===== src/tah_map.vh =====
// Register map, field positions and timing constants of the timer/alarm/hush block.
// Assumes inclusion by bare name from the design files.
`ifndef TAH_MAP_VH
`define TAH_MAP_VH
// ----------------------------------------------------------------
// Register word offsets
// ----------------------------------------------------------------
`define TAH_OFF_NS        4'h0
`define TAH_OFF_SEC       4'h1
`define TAH_OFF_ALARM     4'h2
`define TAH_OFF_HOLD      4'h3
`define TAH_OFF_SRC       4'h4
`define TAH_OFF_MASK_EXT  4'h5
`define TAH_OFF_MASK_INT  4'h6
// ----------------------------------------------------------------
// Field positions
// ----------------------------------------------------------------
`define TAH_HOLD_BIT      0
`define TAH_HOLD_ERR_BIT  1
`define TAH_SRC_PROC_LO   1
`define TAH_SRC_PROC_HI   6
`define TAH_SRC_ALARM     7
`define TAH_SRC_HOLD_ERR  8
`define TAH_SRC_EXT_LO    9
`define TAH_SRC_EXT_HI    15
`define TAH_SRC_OTH_HALT  16
`define TAH_SRC_INP_HALT  17
// ----------------------------------------------------------------
// Values and timing
// ----------------------------------------------------------------
`define TAH_TICK_NS       32'h0000_00c8
`define TAH_NS_WRAP       32'h3b9a_ca00
`define TAH_ZERO32        32'h0000_0000
`define TAH_HOLD_TICKS    12'h09c4
`define TAH_SYS_MHZ       25
`define TAH_REF_MHZ       5
// Exception codes
`define TAH_EXC_NONE      6'h00
`define TAH_EXC_DATA_ACC  6'h04
`define TAH_EXC_OUT_PROC  6'h08
`define TAH_EXC_OUT_ROUTE 6'h09
`define TAH_EXC_OUT_TMO   6'h0b
`define TAH_EXC_EVQ_OVF   6'h0c
`define TAH_EXC_Q_OVF     6'h0d
`define TAH_EXC_UNIMPL    6'h10
`define TAH_EXC_PKT_SEQ   6'h11
`define TAH_EXC_EVT_INT   6'h12
`define TAH_EXC_DMA_FAIL  6'h14
`endif


===== src/tah_sync.v =====
// Three-stage synchroniser bank with agreement filter.
// Assumes asynchronous inputs and the system clock.
`timescale 1ns/100ps
`default_nettype none
module tah_sync #(
  parameter WIDTH = 8
) (
  // Clock and reset
  input  wire             i_sys_clk,
  input  wire             i_nrst,
  // Data
  input  wire [WIDTH-1:0] i_async,
  output wire [WIDTH-1:0] o_sync
);
  reg [WIDTH-1:0] s1_r;
  reg [WIDTH-1:0] s2_r;
  reg [WIDTH-1:0] s3_r;
  reg [WIDTH-1:0] out_r;
  genvar g;
  // ----------------------------------------------------------------
  // Stages
  // ----------------------------------------------------------------
  always @(posedge i_sys_clk or negedge i_nrst)
  begin
    if (!i_nrst)
    begin
      s1_r <= {WIDTH{1'b0}};
      s2_r <= {WIDTH{1'b0}};
      s3_r <= {WIDTH{1'b0}};
    end
    else
    begin
      s1_r <= i_async;
      s2_r <= s1_r;
      s3_r <= s2_r;
    end
  end
  // Change accepted only when stages two and three agree
  generate
    for (g = 0; g < WIDTH; g = g + 1)
    begin : g_bit
      always @(posedge i_sys_clk or negedge i_nrst)
      begin
        if (!i_nrst)
          out_r[g] <= 1'b0;
        else if (s2_r[g] == s3_r[g])
          out_r[g] <= s3_r[g];
      end
    end
  endgenerate
  assign o_sync = out_r;
endmodule // tah_sync
`default_nettype wire


===== src/tah_top.v =====
// Timer, alarm, bus hold and interrupt source block with Avalon-MM slave.
// Assumes a 25 MHz system clock, word addressing and async source inputs.
`include "tah_map.vh"
`timescale 1ns/100ps
`default_nettype none
// Overview of operation
// - Add 200 to nanosecond counter every 200 ns tick from 5 MHz timebase.
// - At one billion, zero nanoseconds and increment seconds together.
// - Both counters readable; separate reads may see mismatched halves.
// - Alarm decrements by 200 on each tick.
// - Alarm top bit set raises alarm interrupt source.
// - Hold bit set blocks comms processor memory bus access.
// - Hold timeout or repeated set raises error and frees bus.
// - Hold flag bit 0, hold error flag bit 1.
// - Error clears hold flag, sets sticky error until software clears.
// - Hold register state readable by software.
// - Six-bit nonzero exception code drives its processor source bit.
// - Exception codes use the documented encoding table.
// - Misaligned address reported as data access exception code.
// - External and internal interrupt are OR of masked sources.
// - Bit 0 reserved; bits 1-6 processor exceptions in order.
// - Bits 9-15 external device interrupts 1 to 7.
// - Bit 16 three queue processors halted; bit 17 inputters halted.
module tah_top #(
  parameter NEXT_DEV  = 7,
  parameter HOLD_TICKS = `TAH_HOLD_TICKS
) (
  // Clock and reset
  input  wire        i_sys_clk,
  input  wire        i_nrst,
  // Avalon-MM slave
  input  wire [3:0]  i_avs_address,
  input  wire        i_avs_read,
  input  wire        i_avs_write,
  input  wire [31:0] i_avs_writedata,
  input  wire [3:0]  i_avs_byteenable,
  output wire [31:0] o_avs_readdata,
  output wire        o_avs_waitrequest,
  output wire [1:0]  o_avs_response,
  // Processor exception codes
  input  wire [5:0]  i_cmd_exc,
  input  wire [5:0]  i_inp0_exc,
  input  wire [5:0]  i_inp1_exc,
  input  wire [5:0]  i_reply_engine_exc,
  input  wire [5:0]  i_thread_exc,
  input  wire [5:0]  i_dma_exc,
  // Misaligned access indication into the exception path
  input  wire        i_misalign,
  output wire [5:0]  o_misalign_code,
  // Halt status and external devices
  input  wire        i_others_halted,
  input  wire        i_inputs_halted,
  input  wire [NEXT_DEV-1:0] i_ext_dev_irq,
  // Outputs
  output wire        o_bus_hold,
  output wire        o_irq_ext,
  output wire        o_irq_int
);
  // ----------------------------------------------------------------
  // Constants, registers and nets
  // ----------------------------------------------------------------
  // Divider assumes the system clock is a whole multiple of the reference
  localparam integer TICK_DIV  = `TAH_SYS_MHZ / `TAH_REF_MHZ;
  localparam [31:0]  TICK_FULL = TICK_DIV - 1;
  localparam [2:0]   TICK_LAST = TICK_FULL[2:0];
  localparam NPROC   = `TAH_SRC_PROC_HI - `TAH_SRC_PROC_LO + 1;
  localparam EXC_W   = 6;
  localparam ST_IDLE = 1'b0;
  localparam ST_ACK  = 1'b1;

  reg        st_r;
  reg [31:0] rdata_r;
  reg [1:0]  resp_r;
  reg [2:0]  div_r;
  reg        tick_r;
  reg [31:0] ns_r;
  reg [31:0] sec_r;
  reg [31:0] alarm_r;
  reg        hold_r;
  reg        hold_err_r;
  reg [11:0] hold_cnt_r;
  reg [31:0] mask_ext_r;
  reg [31:0] mask_int_r;
  reg [31:0] src_r;
  reg [31:0] src_nxt;
  reg [31:0] rd_nxt;
  reg        mapped;
  reg        hold_fault;
  wire [31:0]         wmask;
  wire [NEXT_DEV-1:0] ext_sync;
  wire [1:0]          halt_sync;
  wire                wr_acc;
  wire                hold_wr;
  wire                hold_set_wr;
  wire                wr_alarm;
  wire                wr_mask_ext;
  wire                wr_mask_int;
  wire [NPROC*EXC_W-1:0] exc_all;
  wire [NPROC-1:0]    proc_flag;
  genvar              g;

  // ----------------------------------------------------------------
  // Input synchronisers
  // ----------------------------------------------------------------
  tah_sync #(
    .WIDTH (NEXT_DEV)
  ) u_ext_sync (
    .i_sys_clk (i_sys_clk),
    .i_nrst    (i_nrst),
    .i_async   (i_ext_dev_irq),
    .o_sync    (ext_sync)
  );

  // Halt flags come from other clock domains
  tah_sync #(
    .WIDTH (2)
  ) u_halt_sync (
    .i_sys_clk (i_sys_clk),
    .i_nrst    (i_nrst),
    .i_async   ({i_inputs_halted, i_others_halted}),
    .o_sync    (halt_sync)
  );

  // ----------------------------------------------------------------
  // Bus slave
  // ----------------------------------------------------------------
  // One wait state: request taken in idle, answered next cycle
  assign o_avs_waitrequest = (i_avs_read | i_avs_write) & (st_r == ST_IDLE);
  assign o_avs_readdata    = rdata_r;
  assign o_avs_response    = resp_r;
  // Writes land at the edge that ends the answer cycle, one edge after the wait state ends
  assign wr_acc            = i_avs_write & (st_r == ST_ACK);
  assign wr_alarm          = wr_acc & (i_avs_address == `TAH_OFF_ALARM);
  assign wr_mask_ext       = wr_acc & (i_avs_address == `TAH_OFF_MASK_EXT);
  assign wr_mask_int       = wr_acc & (i_avs_address == `TAH_OFF_MASK_INT);
  assign hold_wr = wr_acc & (i_avs_address == `TAH_OFF_HOLD) & i_avs_byteenable[0];
  assign hold_set_wr = hold_wr & i_avs_writedata[`TAH_HOLD_BIT];

  // Byte lanes; the hold register looks at lane 0 only
  generate
    for (g = 0; g < 4; g = g + 1)
    begin : g_lane
      assign wmask[8*g +: 8] = {8{i_avs_byteenable[g]}};
    end
  endgenerate

  always @*
  begin
    mapped = 1'b1;
    case (i_avs_address)
      `TAH_OFF_NS:       rd_nxt = ns_r;
      `TAH_OFF_SEC:      rd_nxt = sec_r;
      `TAH_OFF_ALARM:    rd_nxt = alarm_r;
      `TAH_OFF_HOLD:     rd_nxt = {30'h0000_0000, hold_err_r, hold_r};
      `TAH_OFF_SRC:      rd_nxt = src_r;
      `TAH_OFF_MASK_EXT: rd_nxt = mask_ext_r;
      `TAH_OFF_MASK_INT: rd_nxt = mask_int_r;
      default:
      begin
        rd_nxt = `TAH_ZERO32;
        mapped = 1'b0;
      end
    endcase
  end

  always @(posedge i_sys_clk or negedge i_nrst)
  begin
    if (!i_nrst)
    begin
      st_r    <= ST_IDLE;
      rdata_r <= `TAH_ZERO32;
      resp_r  <= 2'h0;
    end
    else
    begin
      case (st_r)
        ST_IDLE:
        begin
          if (i_avs_read | i_avs_write)
          begin
            st_r    <= ST_ACK;
            // Unmapped index answers with an error and zero data
            rdata_r <= i_avs_read ? rd_nxt : `TAH_ZERO32;
            resp_r  <= mapped ? 2'h0 : 2'h2;
          end
        end
        ST_ACK:
          st_r <= ST_IDLE;
        default:
          st_r <= ST_IDLE;
      endcase
    end
  end

  // ----------------------------------------------------------------
  // Timebase and clock
  // ----------------------------------------------------------------
  // Tick is a one-cycle strobe, never a derived clock
  always @(posedge i_sys_clk or negedge i_nrst)
  begin
    if (!i_nrst)
    begin
      div_r  <= 3'h0;
      tick_r <= 1'b0;
    end
    else
    begin
      tick_r <= (div_r == TICK_LAST);
      div_r  <= (div_r == TICK_LAST) ? 3'h0 : div_r + 3'h1;
    end
  end

  always @(posedge i_sys_clk or negedge i_nrst)
  begin
    if (!i_nrst)
    begin
      ns_r  <= `TAH_ZERO32;
      sec_r <= `TAH_ZERO32;
    end
    else if (tick_r)
    begin
      if (ns_r + `TAH_TICK_NS >= `TAH_NS_WRAP)
      begin
        ns_r  <= `TAH_ZERO32;
        sec_r <= sec_r + 32'h0000_0001;
      end
      else
        ns_r <= ns_r + `TAH_TICK_NS;
    end
  end

  // ----------------------------------------------------------------
  // Alarm
  // ----------------------------------------------------------------
  // A software write beats a tick in the same cycle
  always @(posedge i_sys_clk or negedge i_nrst)
  begin
    if (!i_nrst)
      alarm_r <= `TAH_ZERO32;
    else if (wr_alarm)
      alarm_r <= (alarm_r & ~wmask) | (i_avs_writedata & wmask);
    else if (tick_r)
      alarm_r <= alarm_r - `TAH_TICK_NS;
  end

  // ----------------------------------------------------------------
  // Bus hold
  // ----------------------------------------------------------------
  always @*
  begin
    hold_fault = 1'b0;
    if (hold_r && hold_set_wr)
      hold_fault = 1'b1;
    if (hold_r && tick_r && hold_cnt_r == HOLD_TICKS - 12'h001)
      hold_fault = 1'b1;
  end

  // Counter runs only while held; every hold write rewinds it
  always @(posedge i_sys_clk or negedge i_nrst)
  begin
    if (!i_nrst)
    begin
      hold_r     <= 1'b0;
      hold_err_r <= 1'b0;
      hold_cnt_r <= 12'h000;
    end
    else
    begin
      if (hold_fault)
      begin
        hold_r     <= 1'b0;
        hold_cnt_r <= 12'h000;
      end
      else if (hold_wr)
      begin
        hold_r     <= i_avs_writedata[`TAH_HOLD_BIT];
        hold_cnt_r <= 12'h000;
      end
      else if (hold_r && tick_r)
        hold_cnt_r <= hold_cnt_r + 12'h001;
      // Set wins over a clear in the same cycle
      if (hold_fault)
        hold_err_r <= 1'b1;
      else if (hold_wr && !i_avs_writedata[`TAH_HOLD_ERR_BIT])
        hold_err_r <= 1'b0;
    end
  end

  assign o_bus_hold = hold_r;

  // ----------------------------------------------------------------
  // Interrupt sources and masks
  // ----------------------------------------------------------------
  assign o_misalign_code = i_misalign ? `TAH_EXC_DATA_ACC : `TAH_EXC_NONE;

  // ----------------------------------------------------------------
  // Processor exception flags
  // ----------------------------------------------------------------
  // Concatenation order sets the bit order: command lowest, DMA highest
  assign exc_all = {i_dma_exc, i_thread_exc, i_reply_engine_exc,
                    i_inp1_exc, i_inp0_exc, i_cmd_exc};
  generate
    for (g = 0; g < NPROC; g = g + 1)
    begin : g_proc
      assign proc_flag[g] = (exc_all[EXC_W*g +: EXC_W] != `TAH_EXC_NONE);
    end
  endgenerate

  // Bit 0 stays zero as reserved
  always @*
  begin
    src_nxt = `TAH_ZERO32;
    src_nxt[`TAH_SRC_PROC_HI:`TAH_SRC_PROC_LO] = proc_flag;
    src_nxt[`TAH_SRC_ALARM] = alarm_r[31];
    src_nxt[`TAH_SRC_HOLD_ERR] = hold_err_r;
    src_nxt[`TAH_SRC_EXT_HI:`TAH_SRC_EXT_LO] = ext_sync;
    src_nxt[`TAH_SRC_OTH_HALT] = halt_sync[0];
    src_nxt[`TAH_SRC_INP_HALT] = halt_sync[1];
  end

  always @(posedge i_sys_clk or negedge i_nrst)
  begin
    if (!i_nrst)
    begin
      src_r      <= `TAH_ZERO32;
      mask_ext_r <= `TAH_ZERO32;
      mask_int_r <= `TAH_ZERO32;
    end
    else
    begin
      // Registered so both interrupt lines see one snapshot
      src_r <= src_nxt;
      if (wr_mask_ext)
        mask_ext_r <= (mask_ext_r & ~wmask) | (i_avs_writedata & wmask);
      if (wr_mask_int)
        mask_int_r <= (mask_int_r & ~wmask) | (i_avs_writedata & wmask);
    end
  end

  assign o_irq_ext = |(src_r & mask_ext_r);
  assign o_irq_int = |(src_r & mask_int_r);
endmodule // tah_top
`default_nettype wire


===== config.mk =====
export PLATFORM = sky130hd
export DESIGN_NAME = tah_top
export DESIGN_NICKNAME = d
export VERILOG_FILES = /design/src/tah_sync.v /design/src/tah_top.v
export VERILOG_INCLUDE_DIRS = /design/src
export SDC_FILE = /design/constraint.sdc
export NUM_CORES = 1
export LEC_CHECK = 0
export BUFFER_PORTS_ARGS = -buffer_cell sky130_fd_sc_hd__buf_2
export CAP_MARGIN = 20
export CORE_AREA = 2 2 163 165
export DETAILED_ROUTE_END_ITERATION = 8
export DIE_AREA = 0 0 165 167
export GPL_TIMING_DRIVEN = 1
export PLACE_DENSITY = 0.8
export SKIP_LAST_GASP = 1
export SLEW_MARGIN = 30
export SYNTH_ARGS = -nofsm -noshare
export SYNTH_HDL_FRONTEND = slang
export SYNTH_SLANG_ARGS = --single-unit

===== constraint.sdc =====
create_clock -name i_sys_clk -period 4.51 [get_ports i_sys_clk]
set_clock_uncertainty 0.2 [all_clocks]
set_input_delay 0.6765 -clock i_sys_clk [delete_from_list [all_inputs] [get_ports i_sys_clk]]
set_output_delay 0.6765 -clock i_sys_clk [all_outputs]
set_load 0.05 [all_outputs]

==> out/metrics.cfg, run 1 <==
[yosys]
ys_seq_area_share_pct = 51.4
synth_edf_count = 0
syn_area_um2 = 12800
synth_ff_type = dfrtp_1
syn_avg_cell_area_um2 = 10.4
ys_types = 75
ys_warn_count = 0
netlist_instances = 1229
ys_ff_latch = 262
async_reset_ff_share_pct = 100

[routing]
drc_errors = 0
finalWirelength_um = 35000
wl_per_cell_um = 20.8
via_per_inst = 6.24
ant_nets = 0
dr.pass1.iters = 7
vias = 10500
drt_iter0_drc = 1238

[die]
core_um2 = 25800
die_area_um2 = 27600
io_pins = 134
die_h_um = 167
rows = 59
fp.dieW_um = 165
start_util_pct = 49.5

[run]
max_cap_violations = 0

[timing]
worst_slew_pin_slew_ns = 0.976
rsz0062_at_grt = false
tns_ns = 0
final_max_slew_viol_count = 0
hold_viol = 0
timing.final.ws_setup_ns = 0.763
timing.final.crit_share_pct = 83.1
final.min_clock_period_ns = 3.75
max-slew-margin-rel_pct = 34.9
setup_violations = 0
max_freq_mhz = 267

[critical_path]
crit_type = reg2reg
r2r_end = ns_r[6]
cp.arrival_ns = 4.03
worst-r2r-setup-slack_ns = 0.76
required_ns = 4.79
crit_path_end_kind = flip-flop
crit_fanout = 17
reg2reg_from = ns_r[5]
startpoint_type = flip-flop
ff2ff_path_depth = 10

[clocking]
htree_levels = 1
clock_path_buffers = 3
cts_sinks = 262
insertion_delay_ns = 0.55
clockRootBuffer = clkbuf_16
post_cts_buffers = 0
postCtsHoldBufs = 0
ctsResizeCount = 0
cts_tree = done
path_clk_slew_ns = 0.06
cts_inserted_buffers = 27

[placed_design]
port_buffers = 125
place_inst = 1638
dp_hpwl_um = 24600
preCtsSetupSlack_ns = 0.890
place_congestion = 0.916
place_area_um2 = 13700

[finish]
nets = 1430
fin_area_um2 = 14700
fill_cells = 2130
antenna_cells = 0
final_cells = 1688
area_growth_pct = 15.1
multiInputGateArea_um2 = 5750
layout-drive-gt1-share_pct = 21.9
regArea_um2 = 6560
final_core_util_pct = 57.0

[hold_path]
whs_endpoint = u_ext_sync.s1_r[6]
whs_path_depth = 1
worstHoldStart = i_ext_dev_irq[6]
hold_path_class = in2reg

[global_routing]
grt_max_degree = 119
grt_pass1_wl_um = 56200
track_usage_pct = 25.8
antenna_found_initial = 0
gr-total-overflow = 0
grt_pass1_vias = 10400

[pwr]
power.leakage_uw = 0.00662
p_per_area_nw_per_um2 = 399
ir_drop_mv = 0.333

[status]
outcome = finished, final reports clean

[flip-flops by register name (all words and copies together) (netlist names), 12 cells and up]
| register | count |
|---|---|
| hold_cnt_r | 12 |
| mask_ext_r | 32 |
| ns_r | 29 |
| o_avs_readdata | 32 |
| sec_r | 32 |
| mask_int_r | 32 |
| alarm_r | 32 |
| src_r | 17 |
[worst max-delay path by stage]
stage / startpoint / endpoint / slack [ns] / cells past startpoint
6_report: ns_r[5] / ns_r[6] / 0.76 / 10
5_1_grt: ns_r[5] / ns_r[8] / 0.50 / 10
4_1_cts: ns_r[5] / ns_r[6] / 0.85 / 10
3_5_place_dp: ns_r[5] / ns_r[6] / 0.89 / 10
3_3_place_gp: ns_r[5] / ns_r[5] / 0.98 / 10
2_1_floorplan: ns_r[3] / ns_r[14] / 1.34 / 11
[metal layers]
metal	part of all wire (%)	up-vias	GRT usage [%]	wire (µm)
met5	0	-	0.364	0
met4	5.4	0	11.5	1890
met3	8.4	120	3.81	2950
met2	45	563	39.4	15700
met1	41	5158	36.3	14500
li1	-	4692	-	-
[report_power, final]
part | internal, µW | leakage (µW) | switching (µW)
clock | 1460 | 0.000466 | 958
combinational | 255 | 0.00277 | 385
sequential | 2570 | 0.00339 | 227
total | 4280 | 0.00662 | 1570
[worst max-delay path, cell delays in order (launching register included)]
cell	delay, ns
dfrtp_1	0.47
a311oi_2	0.88
nor2_1	0.15
o32ai_1	0.26
nand3_1	0.13
a41oi_1	0.20
o41a_1	0.21
o21ai_1	0.10
buf_4	0.17
nor2_2	0.62
a22o_1	0.26
[cell type report]
| cell class | instances | area share, % |
|---|---|---|
| Clock inverter | 14 | 1.51 |
| Timing Repair Buffer | 155 | 6.11 |
| Multi-Input combinational cell | 864 | 39.2 |
| Clock buffer | 34 | 5.06 |
| Tap cell | 335 | 2.86 |
| Sequential cell | 262 | 44.7 |
| Inverter | 24 | 0.614 |
[cells in the final DEF, fill, tap and decap left out, drive strengths merged, types with 6 or more instances in the layout]
cell type and count:
nor2b 11, a221oi 11, a211oi 7, mux2 71
xor2 31, ha 6, clkbuf 34, a222oi 17
o311ai 9, a31oi 6, nor4b 6, and2 6
nand3 41, nor4 28, a21o 8, buf 154
maj3 9, nand2 149, and3 19, xnor2 19
o22ai 6, nor2 71, or3 8, o211ai 8
a22oi 42, nor3 34, o21ai 89, a22o 17
a21oi 28, inv 25, nand4 13, nand2b 7
conb 6, dfrtp 262, mux2i 22
[metrics by stage]
| stage | total power (µW) | hold WS, ns |
|---|---|---|
| 2_1_floorplan | 3170 | 0.131 |
| 3_3_place_gp | 3420 | 0.134 |
| 3_5_place_dp | 3450 | 0.136 |
| 4_1_cts | 5860 | 0.0146 |
| 5_1_grt | 6060 | 0.0204 |
| 6_report | 5850 | 0.0271 |
[Yosys cell counts, types with 19 or more instances]
| cell | instances | area [µm²] |
|---|---|---|
| clkbuf_1 | 56 | 210 |
| dfrtp_1 | 262 | 6560 |
| a22oi_1 | 42 | 315 |
| nor3_1 | 34 | 170 |
| nor2_1 | 70 | 263 |
| inv_1 | 24 | 90.1 |
| o21ai_0 | 88 | 440 |
| nand2_1 | 149 | 559 |
| mux2_2 | 71 | 800 |
| xor2_1 | 31 | 272 |
| mux2i_1 | 22 | 220 |
| and3_1 | 19 | 119 |
| xnor2_1 | 19 | 166 |
| nand3_1 | 40 | 200 |
| a21oi_1 | 28 | 140 |
[logic make-up after synthesis]
logic type	share of synthesized area [%]
and+or+nand+nor	16.4
other	0.0294
DFF	51.4
buffers and inverters	3.81
AOI/OAI and AO/OA	15.7
muxes	8.00
adders and majority gates	1.30
xor gates and xnor gates	3.43
Note: power is estimated with default switching activity, not from simulation.
==> run 2: changes to the inputs <==
--- a/config.mk
+++ b/config.mk
@@ -12,7 +12,7 @@
 export DETAILED_ROUTE_END_ITERATION = 8
 export DIE_AREA = 0 0 165 167
 export GPL_TIMING_DRIVEN = 1
-export PLACE_DENSITY = 0.8
+export PLACE_DENSITY = 0.83
 export SKIP_LAST_GASP = 1
 export SLEW_MARGIN = 30
 export SYNTH_ARGS = -nofsm -noshare
==> constraint.sdc (replaced) <==
create_clock -name i_sys_clk -period 3.3 [get_ports i_sys_clk]
set_clock_uncertainty 0.2 [all_clocks]
set_input_delay 0.495 -clock i_sys_clk [delete_from_list [all_inputs] [get_ports i_sys_clk]]
set_output_delay 0.495 -clock i_sys_clk [all_outputs]
set_load 0.05 [all_outputs]
==> out/metrics.cfg, run 2 (same netlist as run 1, synthesis figures left out) <==
[clocking]
cts_sinks = 262  ; unchanged
cts_inserted_buffers = 27  ; unchanged
cts_tree = done  ; unchanged
insertion_delay_ns = 0.55  ; about the same
clock_path_buffers = 3  ; unchanged
clockRootBuffer = clkbuf_16  ; unchanged
path_clk_slew_ns = 0.07  ; was 0.06 ns
htree_levels = 1  ; unchanged

[finish]
final_common_cell = dfrtp_1  ; unchanged
final_core_util_pct = 60.2  ; was 57.0%
layout_common_cells = dfrtp_1 (259), nand2_1 (148), buf_2 (124), o21ai_0 (88), mux2_2 (71)  ; was dfrtp_1 (262), nand2_1 (149), buf_2 (124), o21ai_0 (88), mux2_2 (71)
nets = 1501  ; was 1,430
area_growth_pct = 21.6  ; was 15.1%
regArea_um2 = 6560  ; about the same
layout-drive-gt1-share_pct = 25.7  ; was 21.9%
antenna_cells = 0  ; unchanged
fill_cells = 2039  ; was 2,130
multiInputGateArea_um2 = 5920  ; was 5750 µm²

[critical_path]
crit_slowest_cell = a311o_1  ; was a311oi_2
required_ns = 3.56  ; was 4.79 ns
cp.arrival_ns = 3.43  ; was 4.03 ns
path_cells = buf_4 > a311o_1 > buf_6 > and4_1 > xor2_1 > a41oi_1 > a21o_1 > o21a_4 > buf_12 > buf_4 > nor3b_2 > xor2_1  ; was a311oi_2 > nor2_1 > o32ai_1 > nand3_1 > a41oi_1 > o41a_1 > o21ai_1 > buf_4 > nor2_2 > a22o_1
crit_path_end_kind = flip-flop  ; unchanged
reg2reg_from = ns_r[3]  ; was ns_r[5]
path_delay_family = compound AO/OA/AOI/OAI gates  ; unchanged
startpoint_type = flip-flop  ; unchanged
crit_fanout = 21  ; was 17
crit_type = reg2reg  ; unchanged
critical_path_buf_inv_count = 4  ; was 1
critPathMaxStageDelay_ns = 0.45  ; was 0.88 ns
crit_path_start = ns_r[3]  ; was ns_r[5]

[hold_path]
hold_path_class = in2reg  ; unchanged
worstHoldStart = i_avs_writedata[17]  ; was i_ext_dev_irq[6]

[pwr]
power.leakage_uw = 0.00704  ; was 0.00662 µW
internal_power_uw = 5940  ; was 4280 µW
swShare_pct = 26.8  ; was 26.9%
p_clk_share_pct = 41.5  ; was 41.3%
power.total_uw = 8110  ; was 5850 µW
p_per_area_nw_per_um2 = 523  ; was 399 nW/µm²
ir_drop_mv = 0.457  ; was 0.333 mV
p_switching_uw = 2170  ; was 1570 µW
pwr-share-comb_pct = 11.6  ; was 11.0%
seqPwrFrac_pct = 47.0  ; was 47.8%

[timing]
max_freq_mhz = 315  ; was 267 MHz
final.min_clock_period_ns = 3.17  ; was 3.75 ns
timing.final.crit_share_pct = 96.1  ; was 83.1%
hold_viol = 0  ; unchanged
worst_slew_pin_slew_ns = 0.792  ; was 0.976 ns
rsz0062_at_grt = true  ; was false
setup_violations = 0  ; unchanged
max-slew-margin-rel_pct = 47.0  ; was 34.9%
final_max_slew_viol_count = 0  ; unchanged

[die]
die_h_um = 167  ; unchanged
start_util_pct = 49.5  ; unchanged
fp.dieW_um = 165  ; unchanged
core_um2 = 25800  ; unchanged
io_pins = 134  ; unchanged
rows = 59  ; unchanged
die_area_um2 = 27600  ; unchanged

[run]
max_cap_violations = 0  ; unchanged

[routing]
dr.pass1.iters = 7  ; unchanged
ant_nets = 0  ; unchanged
drc_errors = 0  ; unchanged
drt_iter0_drc = 1046  ; was 1,238
vias = 11000  ; was 10,500
finalWirelength_um = 37700  ; was 35,000 µm
wl_per_cell_um = 21.4  ; was 20.8 µm
via_per_inst = 6.24  ; about the same

[placed_design]
dp_hpwl_um = 25700  ; was 24,600 µm
place_congestion = 0.952  ; was 0.916
port_buffers = 125  ; unchanged

[global_routing]
grt_pass1_wl_um = 59400  ; was 56,200 µm
grt_max_degree = 101  ; was 119
gr-total-overflow = 0  ; unchanged
track_usage_pct = 27.4  ; was 25.8%
antenna_found_initial = 0  ; unchanged
grt_pass1_vias = 11200  ; was 10,400

[status]
outcome = finished, final reports clean  ; unchanged

-- run 2: cell types whose count changed in the layout (fill, tap and decap cells not counted), moves of 3 or more --
| cell | previous run | this run |
|---|---|---|
| buf_12 | 1 | 4 |
| dlygate4sd3_1 | 1 | 29 |
| nor3_1 | 33 | 30 |
| dfrtp_2 | 0 | 3 |
| nor4b_1 | 4 | 1 |
| nor4_1 | 17 | 13 |
| clkbuf_8 | 4 | 7 |
| dfrtp_1 | 262 | 259 |
| buf_4 | 27 | 66 |
-- run 2: metrics by stage --
stage,worst slack (ns),setup TNS [ns],instances,hold WS [ns],instance area [µm²]
final,0.130,0,1760,0.00582,15500
after global routing,-0.00221,-0.00221,1760,0.0109,15500
after detailed placement,-0.0941,-1.56,1676,0.140,14000
after CTS,0.0135,0,1757,0.00119,15400
after floorplan,0.131,0,1234,-0.000591,12800
after global placement,-0.00383,-0.0132,1676,0.133,14000
-- run 2: worst reg2reg max path, cell delays in order (launching register included) --
cell	delay (ns)
dfrtp_1	0.41
buf_4	0.17
a311o_1	0.45
buf_6	0.19
and4_1	0.21
xor2_1	0.17
a41oi_1	0.15
a21o_1	0.23
o21a_4	0.25
buf_12	0.16
buf_4	0.16
nor3b_2	0.18
xor2_1	0.16
-- run 2: final cells by class --
type | count | share of cell area, %
clock buffers | 35 | 5.00
clock inverters | 14 | 1.40
inverters | 24 | 0.581
multi-input cells | 864 | 38.2
flip-flops and latches | 262 | 42.3
well taps | 335 | 2.70
repair buffers | 226 | 9.83
-- run 2: what timing repair did --
action / in CTS / in global routing
gates resized for setup: 11 / 25
pin swaps: 2 / 13
endpoints found under the hold margin: 112 / 0
hold buffers: 29 / 0
setup endpoints to repair: 33 / 57
setup buffers: 3 / 3
-- run 2: path summary, 6_finish.rpt --
| kind | endpoint | slack, ns | cells past startpoint |
|---|---|---|---|
| min reg2reg | u_ext_sync.s2_r[4] | 0.15 | 0 |
| max | sec_r[12] | 0.13 | 12 |
| max reg2reg | sec_r[12] | 0.13 | 12 |
| min in group asynchronous | u_ext_sync.s1_r[0] | 0.38 | 2 |
| min | alarm_r[17] | 0.006 | 3 |
| max in group asynchronous | o_avs_response[1] | 1.68 | 3 |
-- run 2: routing by layer --
metal	GRT usage, %	vias to the layer above	wire [µm]
met1	36.1	5482	15000
met3	4.91	111	2970
met2	44.7	544	18100
met5	0	-	0
met4	10.9	0	1630
li1	-	4841	-
-- run 2: power groups by stage --
stage / registers, µW / logic (µW) / clock network (µW)
after detailed placement: 3850 / 897 / 0
after global routing: 3840 / 1030 / 3530
after global placement: 3830 / 866 / 0
after CTS: 3790 / 924 / 3390
after floorplan: 3800 / 531 / 0
final: 3810 / 938 / 3370
